$ cat src/common/tool_pos_defines.vh
// Constants for the tool position decoder: register map, field layout,
// reset values. Assumes a 32-bit APB slave with word-aligned registers.
`ifndef TOOL_POS_DEFINES_VH
`define TOOL_POS_DEFINES_VH

// ----------------------------------------
// Register byte offsets
// ----------------------------------------
`define OFS_CTRL 8'h00
`define OFS_CFG 8'h04
`define OFS_TOOLCMD 8'h08
`define OFS_STATUS 8'h0c
`define OFS_RAW 8'h10
`define OFS_IRQ_STAT 8'h14
`define OFS_IRQ_MASK 8'h18
`define OFS_MACRO_VARS 8'h1c
`define OFS_MACRO_DONE 8'h20
`define OFS_TABLE_BASE 8'h40
`define TABLE_ADDR_HI 2'h1

// ----------------------------------------
// Field layout
// ----------------------------------------
`define CTRL_TYPE_LSB 0
`define CTRL_TYPE_MSB 3
`define CTRL_METHOD_BIT 4
`define CFG_TOOLS_LSB 0
`define CFG_TOOLS_MSB 4
`define CFG_LINES_LSB 8
`define CFG_LINES_MSB 11
`define CMD_TOOL_LSB 0
`define CMD_TOOL_MSB 4
`define CMD_OFS_LSB 8
`define CMD_OFS_MSB 15
`define ST_VALID_BIT 8
`define ST_BUSY_BIT 9
`define ST_MACRO_BIT 10
`define ST_STATE_LSB 12
`define ST_STATE_MSB 14

// Interrupt status bits
`define IRQ_MISMATCH 0
`define IRQ_DONE 1
`define IRQ_MOVED 2
`define IRQ_LOST 3
`define IRQ_W 4

// ----------------------------------------
// Values
// ----------------------------------------
`define TYPE_LINE_UP 4'h0
`define TYPE_MACRO 4'h9
`define METHOD_DIRECT 1'b0
`define METHOD_TABLE 1'b1
`define CTRL_RESET 5'h00
`define CFG_TOOLS_RESET 5'h04
`define CFG_LINES_RESET 4'h4
`define TABLE_MAX_TOOLS 5'h10

`endif

$ cat src/rtl/code_table_mem.v
// Per-tool expected code storage: one write port, two registered read ports.
// Assumes a single clock; read data appear one edge after the address.
`timescale 1ns/1ns
`default_nettype none

module code_table_mem #(
    parameter DEPTH = 16,
    parameter AW = 4,
    parameter DW = 8
) (
    input wire clk, // System clock
    input wire rst_n, // Async reset, active low
    input wire wr_en, // Write strobe
    input wire [AW-1:0] wr_addr, // Write entry
    input wire [DW-1:0] wr_data, // Write value
    input wire [AW-1:0] rd_a_addr, // Scan read entry
    output reg [DW-1:0] rd_a_data, // Scan read value
    input wire [AW-1:0] rd_b_addr, // Bus read entry
    output reg [DW-1:0] rd_b_data // Bus read value
);

reg [DW-1:0] mem_reg [0:DEPTH-1];
integer i;

// ----------------------------------------
// Storage, cleared at reset so a scan never compares against unknowns
// ----------------------------------------
always @(posedge clk or negedge rst_n) begin
    if (!rst_n) begin
        for (i = 0; i < DEPTH; i = i + 1) begin
            mem_reg[i] <= {DW{1'b0}};
        end
        rd_a_data <= {DW{1'b0}};
        rd_b_data <= {DW{1'b0}};
    end else begin
        if (wr_en) begin
            mem_reg[wr_addr] <= wr_data;
        end
        rd_a_data <= mem_reg[rd_a_addr];
        rd_b_data <= mem_reg[rd_b_addr];
    end
end

endmodule
`default_nettype wire

$ cat src/rtl/tool_position_decoder.v
// Turret tool position decoder with APB register access and a
// macro-driven tool change handshake toward the tool change sequencer.
// Assumes sensor lines are asynchronous pins; macro_done comes from
// logic on clk.
//
// The implementer's own choices: the APB interface to the registers and the register offsets.
`timescale 1ns/1ns
`default_nettype none
`include "tool_pos_defines.vh"

// What this block does
// - The check-method bit picks direct one-line-per-tool decoding at 0 and table look-up at 1.
// - With the line-up tool post type (0) the check-method bit is ignored and direct decoding is used.
// - Direct decoding needs tool count equal to line count, else a tool change raises a mismatch.
// - In direct decoding a tool is seen only when its own line is low and all other used lines high.
// - Table decoding holds one expected code per tool for up to 16 tools, any line count.
// - The observed code is the used lines with the highest line as MSB, compared with each entry.
// - The raw sensor pattern is readable for diagnosis.
// - With tool post type 9 every accepted tool command starts the user tool change macro.
// - A macro change updates tool and offset, writes the macro variables, calls, waits, then ends.
module tool_position_decoder #(
    parameter LINES = 8,
    parameter TOOLS = 16,
    parameter TW = 5,
    parameter OW = 8
) (
    input wire clk, // System clock, 250 MHz
    input wire rst_n, // Async reset, active low
    input wire [LINES-1:0] tool_sense_in, // Sensor lines, bit 0 is line one
    input wire psel, // APB select
    input wire penable, // APB enable
    input wire pwrite, // APB direction
    input wire [7:0] paddr, // APB byte address
    input wire [31:0] pwdata, // APB write data
    output reg [31:0] prdata, // APB read data
    output reg pready, // APB ready
    output reg pslverr, // APB error for unmapped address
    output reg [TW-1:0] tool_number, // Decoded tool, 0 when invalid
    output reg tool_valid, // Decoded position is valid
    output reg [TW-1:0] target_tool_variable, // Macro variable: target tool
    output reg [OW-1:0] target_offset_variable, // Macro variable: target offset
    output reg nose_update, // Pulse: recompute tool nose coordinates
    output reg macro_req, // Level: user macro running
    input wire macro_done, // Pulse: user macro finished
    output reg irq // Level interrupt
);

localparam ST_IDLE = 3'h0;
localparam ST_UPDATE = 3'h1;
localparam ST_VARS = 3'h2;
localparam ST_CALL = 3'h3;
localparam ST_WAIT = 3'h4;
localparam ST_FINISH = 3'h5;

// ----------------------------------------
// Sensor synchronisers
// ----------------------------------------
reg [LINES-1:0] sync1_reg;
reg [LINES-1:0] sync2_reg;
reg [LINES-1:0] sync3_reg;
reg [LINES-1:0] stable_reg;

always @(posedge clk or negedge rst_n) begin
    if (!rst_n) begin
        sync1_reg <= {LINES{1'b1}};
        sync2_reg <= {LINES{1'b1}};
        sync3_reg <= {LINES{1'b1}};
        stable_reg <= {LINES{1'b1}};
    end else begin
        sync1_reg <= tool_sense_in;
        sync2_reg <= sync1_reg;
        sync3_reg <= sync2_reg;
        stable_reg <= (sync3_reg & ~(sync2_reg ^ sync3_reg)) | (stable_reg & (sync2_reg ^ sync3_reg));
    end
end

// Per-line update only when stages two and three agree
wire [LINES-1:0] settled;
genvar g;
generate
    for (g = 0; g < LINES; g = g + 1) begin : g_settle
        assign settled[g] = (sync2_reg[g] == sync3_reg[g]) ? sync3_reg[g] : stable_reg[g];
    end
endgenerate

// ----------------------------------------
// Configuration registers
// ----------------------------------------
reg [3:0] type_reg;
reg method_reg;
reg [TW-1:0] tools_cfg_reg;
reg [3:0] lines_cfg_reg;
reg [`IRQ_W-1:0] irq_stat_reg;
reg [`IRQ_W-1:0] irq_mask_reg;

// Lines at or above the configured count are dropped from the code
wire [LINES-1:0] line_mask;
generate
    for (g = 0; g < LINES; g = g + 1) begin : g_mask
        assign line_mask[g] = (g < lines_cfg_reg);
    end
endgenerate

wire method_eff = (type_reg == `TYPE_LINE_UP) ? `METHOD_DIRECT : method_reg;
wire [LINES-1:0] obs_code = settled & line_mask;
wire [TW-1:0] tool_lim = (tools_cfg_reg == {TW{1'b0}} || tools_cfg_reg > `TABLE_MAX_TOOLS)
    ? `TABLE_MAX_TOOLS : tools_cfg_reg;
wire count_match = (tools_cfg_reg == {1'b0, lines_cfg_reg});

// ----------------------------------------
// Direct decode: exactly one used line low
// ----------------------------------------
wire [LINES-1:0] active_low = ~settled & line_mask;
wire one_hot = (active_low != {LINES{1'b0}}) &&
    ((active_low & (active_low - {{(LINES-1){1'b0}}, 1'b1})) == {LINES{1'b0}});

function [TW-1:0] low_line_tool;
    input [LINES-1:0] act;
    integer k;
    begin
        low_line_tool = {TW{1'b0}};
        for (k = 0; k < LINES; k = k + 1) begin
            if (act[k]) begin
                low_line_tool = k[TW-1:0] + {{(TW-1){1'b0}}, 1'b1};
            end
        end
    end
endfunction

wire direct_valid = one_hot && count_match;
wire [TW-1:0] direct_tool = low_line_tool(active_low);

// ----------------------------------------
// Table scan: one entry per cycle through the registered memory
// ----------------------------------------
reg [3:0] scan_idx_reg;
reg [3:0] scan_tag_reg;
reg [LINES-1:0] snap_reg;
reg found_reg;
reg [TW-1:0] found_tool_reg;
reg table_valid_reg;
reg [TW-1:0] table_tool_reg;
wire [LINES-1:0] scan_data;
wire [LINES-1:0] bus_tab_data;
wire [TW-1:0] tag_tool = {1'b0, scan_tag_reg} + {{(TW-1){1'b0}}, 1'b1};
wire scan_hit = (scan_data == snap_reg);
wire scan_last = (tag_tool == tool_lim);

always @(posedge clk or negedge rst_n) begin
    if (!rst_n) begin
        scan_idx_reg <= 4'h0;
        scan_tag_reg <= 4'h0;
        snap_reg <= {LINES{1'b0}};
        found_reg <= 1'b0;
        found_tool_reg <= {TW{1'b0}};
        table_valid_reg <= 1'b0;
        table_tool_reg <= {TW{1'b0}};
    end else begin
        scan_tag_reg <= scan_idx_reg;
        if ({1'b0, scan_idx_reg} + {{(TW-1){1'b0}}, 1'b1} >= tool_lim) begin
            scan_idx_reg <= 4'h0;
        end else begin
            scan_idx_reg <= scan_idx_reg + 4'h1;
        end
        if (scan_idx_reg == 4'h0) begin
            snap_reg <= obs_code;
        end
        // First matching entry of a pass wins
        if (scan_tag_reg == 4'h0) begin
            found_reg <= scan_hit;
            found_tool_reg <= tag_tool;
        end else if (scan_hit && !found_reg) begin
            found_reg <= 1'b1;
            found_tool_reg <= tag_tool;
        end
        if (scan_last) begin
            if (scan_tag_reg == 4'h0 || (scan_hit && !found_reg)) begin
                table_valid_reg <= scan_hit;
                table_tool_reg <= tag_tool;
            end else begin
                table_valid_reg <= found_reg;
                table_tool_reg <= found_tool_reg;
            end
        end
    end
end

// ----------------------------------------
// APB slave: one wait state, access completes on the second enable cycle
// ----------------------------------------
wire access = psel && penable;
wire done_edge = access && pready;
wire wr_fire = done_edge && pwrite;
wire rd_fire = done_edge && !pwrite;
wire tab_hit = (paddr[7:6] == `TABLE_ADDR_HI) && (paddr[1:0] == 2'b00);
wire [3:0] tab_idx = paddr[5:2];
wire known = tab_hit || paddr == `OFS_CTRL || paddr == `OFS_CFG || paddr == `OFS_TOOLCMD ||
    paddr == `OFS_STATUS || paddr == `OFS_RAW || paddr == `OFS_IRQ_STAT ||
    paddr == `OFS_IRQ_MASK || paddr == `OFS_MACRO_VARS || paddr == `OFS_MACRO_DONE;
wire cmd_wr = wr_fire && paddr == `OFS_TOOLCMD;
wire sw_done = wr_fire && paddr == `OFS_MACRO_DONE;
wire stat_rd = rd_fire && paddr == `OFS_IRQ_STAT;

code_table_mem #(
    .DEPTH(TOOLS),
    .AW(4),
    .DW(LINES)
) u_table (
    .clk(clk),
    .rst_n(rst_n),
    .wr_en(wr_fire && tab_hit),
    .wr_addr(tab_idx),
    .wr_data(pwdata[LINES-1:0]),
    .rd_a_addr(scan_idx_reg),
    .rd_a_data(scan_data),
    .rd_b_addr(tab_idx),
    .rd_b_data(bus_tab_data)
);

// ----------------------------------------
// Tool change sequence
// ----------------------------------------
reg [2:0] state_reg;
reg [2:0] state_next;
reg [TW-1:0] cmd_tool_reg;
reg [OW-1:0] cmd_ofs_reg;
reg [TW-1:0] cur_tool_reg;
reg [OW-1:0] cur_ofs_reg;

always @* begin
    state_next = state_reg;
    case (state_reg)
        ST_IDLE: begin
            // Direct method refuses a change while counts disagree
            if (cmd_wr && !(method_eff == `METHOD_DIRECT && !count_match)) begin
                state_next = ST_UPDATE;
            end
        end
        ST_UPDATE: begin
            state_next = (type_reg == `TYPE_MACRO) ? ST_VARS : ST_FINISH;
        end
        ST_VARS: state_next = ST_CALL;
        ST_CALL: state_next = ST_WAIT;
        ST_WAIT: begin
            if (macro_done || sw_done) begin
                state_next = ST_FINISH;
            end
        end
        ST_FINISH: state_next = ST_IDLE;
        default: state_next = ST_IDLE;
    endcase
end

always @(posedge clk or negedge rst_n) begin
    if (!rst_n) begin
        state_reg <= ST_IDLE;
        cmd_tool_reg <= {TW{1'b0}};
        cmd_ofs_reg <= {OW{1'b0}};
        cur_tool_reg <= {TW{1'b0}};
        cur_ofs_reg <= {OW{1'b0}};
        target_tool_variable <= {TW{1'b0}};
        target_offset_variable <= {OW{1'b0}};
        nose_update <= 1'b0;
        macro_req <= 1'b0;
    end else begin
        state_reg <= state_next;
        nose_update <= 1'b0;
        if (cmd_wr && state_reg == ST_IDLE) begin
            cmd_tool_reg <= pwdata[`CMD_TOOL_MSB:`CMD_TOOL_LSB];
            cmd_ofs_reg <= pwdata[`CMD_OFS_MSB:`CMD_OFS_LSB];
        end
        if (state_reg == ST_UPDATE) begin
            cur_tool_reg <= cmd_tool_reg;
            cur_ofs_reg <= cmd_ofs_reg;
            nose_update <= 1'b1;
        end
        if (state_reg == ST_VARS) begin
            target_tool_variable <= cur_tool_reg;
            target_offset_variable <= cur_ofs_reg;
        end
        if (state_reg == ST_CALL) begin
            macro_req <= 1'b1;
        end else if (state_reg == ST_WAIT && state_next == ST_FINISH) begin
            macro_req <= 1'b0;
        end
    end
end

// ----------------------------------------
// Registers, decoded result and interrupts
// ----------------------------------------
wire sel_valid = (method_eff == `METHOD_TABLE) ? table_valid_reg : direct_valid;
wire [TW-1:0] sel_tool = (method_eff == `METHOD_TABLE) ? table_tool_reg : direct_tool;
reg [`IRQ_W-1:0] ev;
reg [`IRQ_W-1:0] irq_stat_next;
reg [31:0] rdata;

always @* begin
    ev = {`IRQ_W{1'b0}};
    ev[`IRQ_MISMATCH] = cmd_wr && state_reg == ST_IDLE &&
        method_eff == `METHOD_DIRECT && !count_match;
    ev[`IRQ_DONE] = (state_reg == ST_FINISH);
    ev[`IRQ_MOVED] = sel_valid && (!tool_valid || sel_tool != tool_number);
    ev[`IRQ_LOST] = !sel_valid && tool_valid;
    // Set wins over the read clear
    irq_stat_next = (stat_rd ? (irq_stat_reg & ~prdata[`IRQ_W-1:0]) : irq_stat_reg) | ev;
end

always @* begin
    rdata = 32'h0000_0000;
    if (tab_hit) begin
        rdata[LINES-1:0] = bus_tab_data;
    end else begin
        case (paddr)
            `OFS_CTRL: begin
                rdata[`CTRL_TYPE_MSB:`CTRL_TYPE_LSB] = type_reg;
                rdata[`CTRL_METHOD_BIT] = method_reg;
            end
            `OFS_CFG: begin
                rdata[`CFG_TOOLS_MSB:`CFG_TOOLS_LSB] = tools_cfg_reg;
                rdata[`CFG_LINES_MSB:`CFG_LINES_LSB] = lines_cfg_reg;
            end
            `OFS_TOOLCMD: begin
                rdata[`CMD_TOOL_MSB:`CMD_TOOL_LSB] = cur_tool_reg;
                rdata[`CMD_OFS_MSB:`CMD_OFS_LSB] = cur_ofs_reg;
            end
            `OFS_STATUS: begin
                rdata[TW-1:0] = tool_number;
                rdata[`ST_VALID_BIT] = tool_valid;
                rdata[`ST_BUSY_BIT] = (state_reg != ST_IDLE);
                rdata[`ST_MACRO_BIT] = macro_req;
                rdata[`ST_STATE_MSB:`ST_STATE_LSB] = state_reg;
            end
            `OFS_RAW: rdata[LINES-1:0] = stable_reg;
            `OFS_IRQ_STAT: rdata[`IRQ_W-1:0] = irq_stat_reg;
            `OFS_IRQ_MASK: rdata[`IRQ_W-1:0] = irq_mask_reg;
            `OFS_MACRO_VARS: begin
                rdata[`CMD_TOOL_MSB:`CMD_TOOL_LSB] = target_tool_variable;
                rdata[`CMD_OFS_MSB:`CMD_OFS_LSB] = target_offset_variable;
            end
            default: rdata = 32'h0000_0000;
        endcase
    end
end

always @(posedge clk or negedge rst_n) begin
    if (!rst_n) begin
        type_reg <= `TYPE_LINE_UP;
        method_reg <= `METHOD_DIRECT;
        tools_cfg_reg <= `CFG_TOOLS_RESET;
        lines_cfg_reg <= `CFG_LINES_RESET;
        irq_stat_reg <= {`IRQ_W{1'b0}};
        irq_mask_reg <= {`IRQ_W{1'b0}};
        irq <= 1'b0;
        tool_number <= {TW{1'b0}};
        tool_valid <= 1'b0;
        prdata <= 32'h0000_0000;
        pready <= 1'b0;
        pslverr <= 1'b0;
    end else begin
        pready <= access && !pready;
        pslverr <= access && !pready && !known;
        if (access && !pready) begin
            prdata <= rdata;
        end
        if (wr_fire && paddr == `OFS_CTRL) begin
            type_reg <= pwdata[`CTRL_TYPE_MSB:`CTRL_TYPE_LSB];
            method_reg <= pwdata[`CTRL_METHOD_BIT];
        end
        if (wr_fire && paddr == `OFS_CFG) begin
            tools_cfg_reg <= pwdata[`CFG_TOOLS_MSB:`CFG_TOOLS_LSB];
            lines_cfg_reg <= pwdata[`CFG_LINES_MSB:`CFG_LINES_LSB];
        end
        if (wr_fire && paddr == `OFS_IRQ_MASK) begin
            irq_mask_reg <= pwdata[`IRQ_W-1:0];
        end
        irq_stat_reg <= irq_stat_next;
        irq <= |(irq_stat_next & irq_mask_reg);
        tool_valid <= sel_valid;
        tool_number <= sel_valid ? sel_tool : {TW{1'b0}};
    end
end

endmodule
`default_nettype wire

$ cat config.mk
export PLATFORM = sky130hd
export DESIGN_NAME = tool_position_decoder
export DESIGN_NICKNAME = d
export VERILOG_FILES = /design/src/rtl/code_table_mem.v /design/src/rtl/tool_position_decoder.v
export VERILOG_INCLUDE_DIRS = /design/src /design/src/common
export SDC_FILE = /design/constraint.sdc
export NUM_CORES = 1
export LEC_CHECK = 0
export BUFFER_PORTS_ARGS = -buffer_cell sky130_fd_sc_hd__buf_2
export CAP_MARGIN = 20
export CORE_ASPECT_RATIO = 1.5
export CORE_MARGIN = 1
export CORE_UTILIZATION = 50
export DETAILED_ROUTE_END_ITERATION = 12
export PLACE_DENSITY = 0.8
export SETUP_SLACK_MARGIN = 0.1
export SLEW_MARGIN = 20
export SYNTH_ARGS = -nofsm -noshare
export SYNTH_HDL_FRONTEND = slang
export SYNTH_SLANG_ARGS = --single-unit
$ cat constraint.sdc
create_clock -name clk -period 2.64 [get_ports clk]
set_input_delay 0.528 -clock clk [delete_from_list [all_inputs] [get_ports clk]]
set_output_delay 0.528 -clock clk [all_outputs]
set_load 0.02 [all_outputs]
-- Word-level counts from Yosys, hierarchy flattened
Index checks and enable logic that the tools add are counted.
- register bits after elaboration: 311
- input port bits: 54
- output and inout bits: 56
- logic and storage cells: 225
- add/subtract/negate cells: 4
- order comparisons: 13
- equality and inequality tests: 28
- multiplexer cells: 54
- bitwise operators: 16
- reductions and logical operators: 60
- operator list (kind ; number):
    bitwise mux 128 bit ; 1
    2-to-1 mux 5 bit ; 13
    binary-select mux 8 bit (select 4 bit) ; 2
    2-to-1 mux 8 bit ; 7
    AND 8 bit ; 5
    demux 8 bit (select 4 bit) ; 1
    == test 8 x 5 -> 1 bit (second input constant) ; 4
    one-hot mux 4 bit (8 select lines) ; 1
    logical AND 1 bit ; 26
    2-to-1 mux 1 bit ; 17
    == test 8 x 4 -> 1 bit (second input constant) ; 2
    zero test 8 bit ; 2
    less-than comparator 3 x 4 -> 1 bit (first input constant) ; 4
    inverter 8 bit ; 2
    one-hot mux 3 bit (5 select lines) ; 1
    logical OR 1 bit ; 13
    zero test 4 bit ; 3
    2-to-1 mux 3 bit ; 4
    one-hot mux 3 bit (4 select lines) ; 1
    adder 4 x 1 -> 5 bit (second input constant) ; 2
    greater-or-equal comparator 5 bit (second input constant) ; 2
    inverter 4 -> 5 bit ; 2
    == test 3 bit (second input constant) ; 3
    one-hot mux 3 bit (3 select lines) ; 1
    36 further kinds ; 56

-- Logic depth before layout (Yosys ltp)
- depth in word-level cells: 19
- mapped depth: 11
- depth with buffers taken out: 11

-- Hierarchy
Synthesis repeated with hierarchy kept, for this count alone.
- cell total of the unflattened synthesis: 1043
- area total of the unflattened synthesis: 14277.4 um^2
- modules (own cells, without submodules) (module ; instances ; cells an instance ; area each (um^2) ; seq. area each (um^2)):
    code_table_mem ; 1 ; 451 ; 7250.7 ; 3603.5
    tool_position_decoder ; 1 ; 592 ; 7026.7 ; 3821.2

-- Worst setup path after synthesis
No wires, ideal clock.
- path kind: reg2reg
- start: register tools_cfg_reg[0]
- end: register table_tool_reg[0]
- setup time: 0.125 ns
- data arrival time: 2.702 ns
- required time: 2.515 ns
- slack: -0.187 ns
- cell stages (with the launch flop): 9
- path buffers: 0
- cell sequence: dfrtp_1 -> or4_1 -> ha_1 -> nand2b_1 -> or2_2 -> o211ai_1 -> o211ai_1 -> a2111oi_4 -> mux2_2
- cells in the longest elaborated chain, start to end: 4
- elaborated cells on any way between the ends: 5
- classes of those cells: order compare: 1; eq/ne: 1; mux: 1; reduce/logical: 2
- RTL lines (what ; line ; text):
    from (decl) ; tool_position_decoder.v:91 ; reg [TW-1:0] tools_cfg_reg;
    from (signal assigned) ; tool_position_decoder.v:350 ; tools_cfg_reg <= `CFG_TOOLS_RESET;
    from (signal assigned) ; tool_position_decoder.v:371 ; tools_cfg_reg <= pwdata[`CFG_TOOLS_MSB:`CFG_TOOLS_LSB];
    > comparator 5 bit (no line) / zero test 5 bit (equally long branches) ; -- ;
    logical OR 1 bit (no line) ; -- ;
    2-to-1 mux 5 bit (*) ; tool_position_decoder.v:106 ; wire [TW-1:0] tool_lim = (tools_cfg_reg == {TW{1'b0}} || tools_cfg_reg > `TABLE_MAX_TOOLS)
    == test 5 bit (*) ; tool_position_decoder.v:147 ; wire scan_last = (tag_tool == tool_lim);
    to (signal assigned) ; tool_position_decoder.v:157 ; table_tool_reg <= {TW{1'b0}};
    to (signal assigned) ; tool_position_decoder.v:179 ; table_tool_reg <= tag_tool;
    to (signal assigned) ; tool_position_decoder.v:182 ; table_tool_reg <= found_tool_reg;
    to (decl) ; tool_position_decoder.v:142 ; reg [TW-1:0] table_tool_reg;
Mark *: on every way between the ends. The rest lies on a longest branch, timed or not.
A chain may end at the register's enable or synchronous reset.

-- Worst setup path after layout
- start: register tools_cfg_reg[1]
- end: register table_tool_reg[1]
Same word-level chain as after synthesis.

==> key figures <==
Clock network
  • Worst-skew pair later-pin latency: 580 ps
  • Clock-pin slew on the worst setup and hold paths: ~70 ps
  • CTS tree: built
  • Htree depth: 1
  • Root Buffer: clkbuf_16
  • Clock Sinks: between 200 and 300
  • CTS max path bufs: 3
  • CTS Buf Count: 28

Timing
  • Final worst path period share: 104%
  • Fmax: 365 MHz
  • Clk_skew: roughly 26 ps
  • Count of final hold-check violations: 0
  • Tightest Pin Transition: 742 ps
  • RSZ-0062 raised after global routing: true
  • Fin. max-slew vios: 0
  • Slew margin rel.: 50.3%
  • Final worst slack: -98.8 ps
  • Final setup fails: 6
  • Final Critical Period: around 2700 ps

Placed design
  • Pre-CTS setup slack: -168 ps
  • Hpwl dp: 25500 um
  • PortBufs: 77
  • GPL Wtd Cong: 0.951

Critical path
  • Worst Setup End Kind: flop
  • Type of origin of the critical path: flop
  • Slowest cell on crit path: or4_4
  • Crit path DAT: ~3200 ps
  • Worst Path Required: 3080 ps
  • Crit-path cells: or4_4, ha_4, nand2b_4, nand2_1, or3_4, a2111oi_4, buf_6, mux2_4
  • CP peak stage delay: 540 ps
  • Maximum fanout along the worst path: 6
  • Crit Path Category: reg2reg

Synth
  • Top-count cell post-synth: dfrtp_1
  • Synth Area per Inst: 13.9 sq um
  • Top post-synthesis cells by area: dfrtp_1, mux2_2, mux4_2, dfstp_2, nand2_1
  • Gate Count Post-Synth: 1030
  • Seq/Total Area, Yosys: between 50% and 60%
  • Area leader, netlist: dfrtp_1
  • Ys async rst share: 100%
  • Ys flop type: dfrtp_1
  • Synthesis warning total: 0
  • Commonest cells in the netlist: dfrtp_1, mux2_2, mux4_2
  • Synthesized cell area: 14300 sq um
  • Synth cell types: 80
  • Synth top area share: 45.6%
  • Post-synth EDFFs: 0
  • Register bit count reported by yosys: 295

Route
  • Drt drc: 0
  • Drt pass-1 iters: 5
  • Wirelength, routed: 36300 um
  • Routed via count: 9453
  • Via density: 6.17
  • Post-DRT Antenna Nets: 0
  • 1st-iter DRT viols: 632
  • WL/cell: 23.7 um

Floorplanning
  • Rows: 75
  • Die W: 140 um
  • Core area: 28100 sq um
  • Chip height: 209 um
  • I/O pin cnt: 110
  • Die area: 29300 sq um
  • Initial Utilization: roughly half

Power
  • Leakage power: approximately 7.9 nW
  • Peak VDD IR: around 410 uV
  • Total power: 11.1 mW
  • Total power divided by cell area: 661 nW/um^2

Global routing
  • Largest net degree at the start of global routing: 65
  • Vias in the first global route: 10.1k
  • Global-route usage over all layers: 25.6%
  • Antenna violations before repair: 0
  • Residual overflow from global routing: 0
  • First-pass GRT wire length: 57000 um

Finish
  • # diodes: 0
  • Final Util: 59.9%
  • Max FFs per register: 128
  • Final nets: roughly 1.2k
  • Area delta synth->final: 17.4%
  • Share of cells above drive strength 1: 49.0%

Hold path
  • Worst Hold Class: in2reg

Outcome
  • Failing checks: negative setup slack
  • Status: complete, but fails checks

Flow run
  • MaxCap Viol Count: 0
[what timing repair did]
item	in CTS	in global routing
setup buffers	0	15
hold endpoints to repair	50	0
gates resized for setup	8	26
setup endpoints to repair	10	12
pin swaps	4	6
hold buffers	1	0
[routing by layer]
metal	vias up	track usage (%)	share of wire, %
li1	4082	-	-
met1	4885	29.6	37
met2	354	43.9	52
met3	132	3.21	4.3
met4	0	18.3	7.3
met5	-	0	0
[layout by cell type (no fill, tap or decap), types with 13 or more instances in the layout]
master / count
inv_1: 14
nand3_1: 15
buf_4: 80
mux2_2: 186
a21oi_1: 13
a22o_1: 14
dfrtp_1: 257
clkbuf_16: 28
nand2_1: 60
o21ai_0: 20
nor2_1: 41
mux4_2: 81
conb_1: 16
buf_2: 76
xor2_1: 13
dfstp_2: 33
[cell type report]
cell class                      count  area (sq um)
Fill cell                        2035         11300
Sequential cell                   295          7440
Multi-Input combinational cell    655          6630
Timing Repair Buffer              168          1190
Clock buffer                       39           812
Tap cell                          346           433
Clock inverter                     13           244
Inverter                           16          61.3
[path summary, 6_finish.rpt]
| check | slack (ps) | depth (start not counted) | from | to |
|---|---|---|---|---|
| worst max-delay path | -100 | 8 | tools_cfg_reg[1] | table_tool_reg[1] |
| worst min-delay path | 60 | 1 | tool_sense_in[5] | sync1_reg[5] |
| worst max register to register | -100 | 8 | tools_cfg_reg[1] | table_tool_reg[1] |
| worst min register to register | 360 | 0 | sync1_reg[4] | sync2_reg[4] |
| max in group asynchronous | 1370 | 3 | rst_n | sync3_reg[6] |
| min in group asynchronous | 510 | 2 | rst_n | found_tool_reg[0] |
[kinds of logic (layout without fill, tap and decap cells)]
logic type	Yosys count	after routing	synth area share (%)
compound gates	124	124	6.77
xor+xnor	23	23	1.41
fa+ha+maj	19	19	1.56
buf+inv	95	236	3.17
flops	295	295	51.9
mux	277	277	28.1
other cells	1	16	0.0262
simple gates	196	196	7.05
[report_power, final]
part           internal, mW  leakage, nW  switching [mW]  total, mW
registers              4.75         3.90           0.214       4.97
logic                 0.669         3.45           0.960       1.63
clock network          2.75        0.520            1.76       4.51
total                  8.17         7.88            2.93       11.1
[per-stage QoR]
step	cells	hold slack [ps]	TNS, ps	instance area, sq um
after floorplan	1045	232	-737	14400
after global placement	1464	347	-815	15500
after detailed placement	1464	347	-956	15500
after CTS	1517	29.6	-886	16600
after global routing	1532	40.3	-1380	16800
final	1532	56.4	-582	16800
[critical path: cells and delay by family, from the launching register on]
kind	cells	cell delay, ps
muxes	1	300
AOI/OAI and AO/OA	1	370
buffers and inverters	1	190
adders and majority gates	1	280
and+or+nand+nor	4	1090
DFF	1	390
Note: power is estimated with default switching activity, not from simulation.
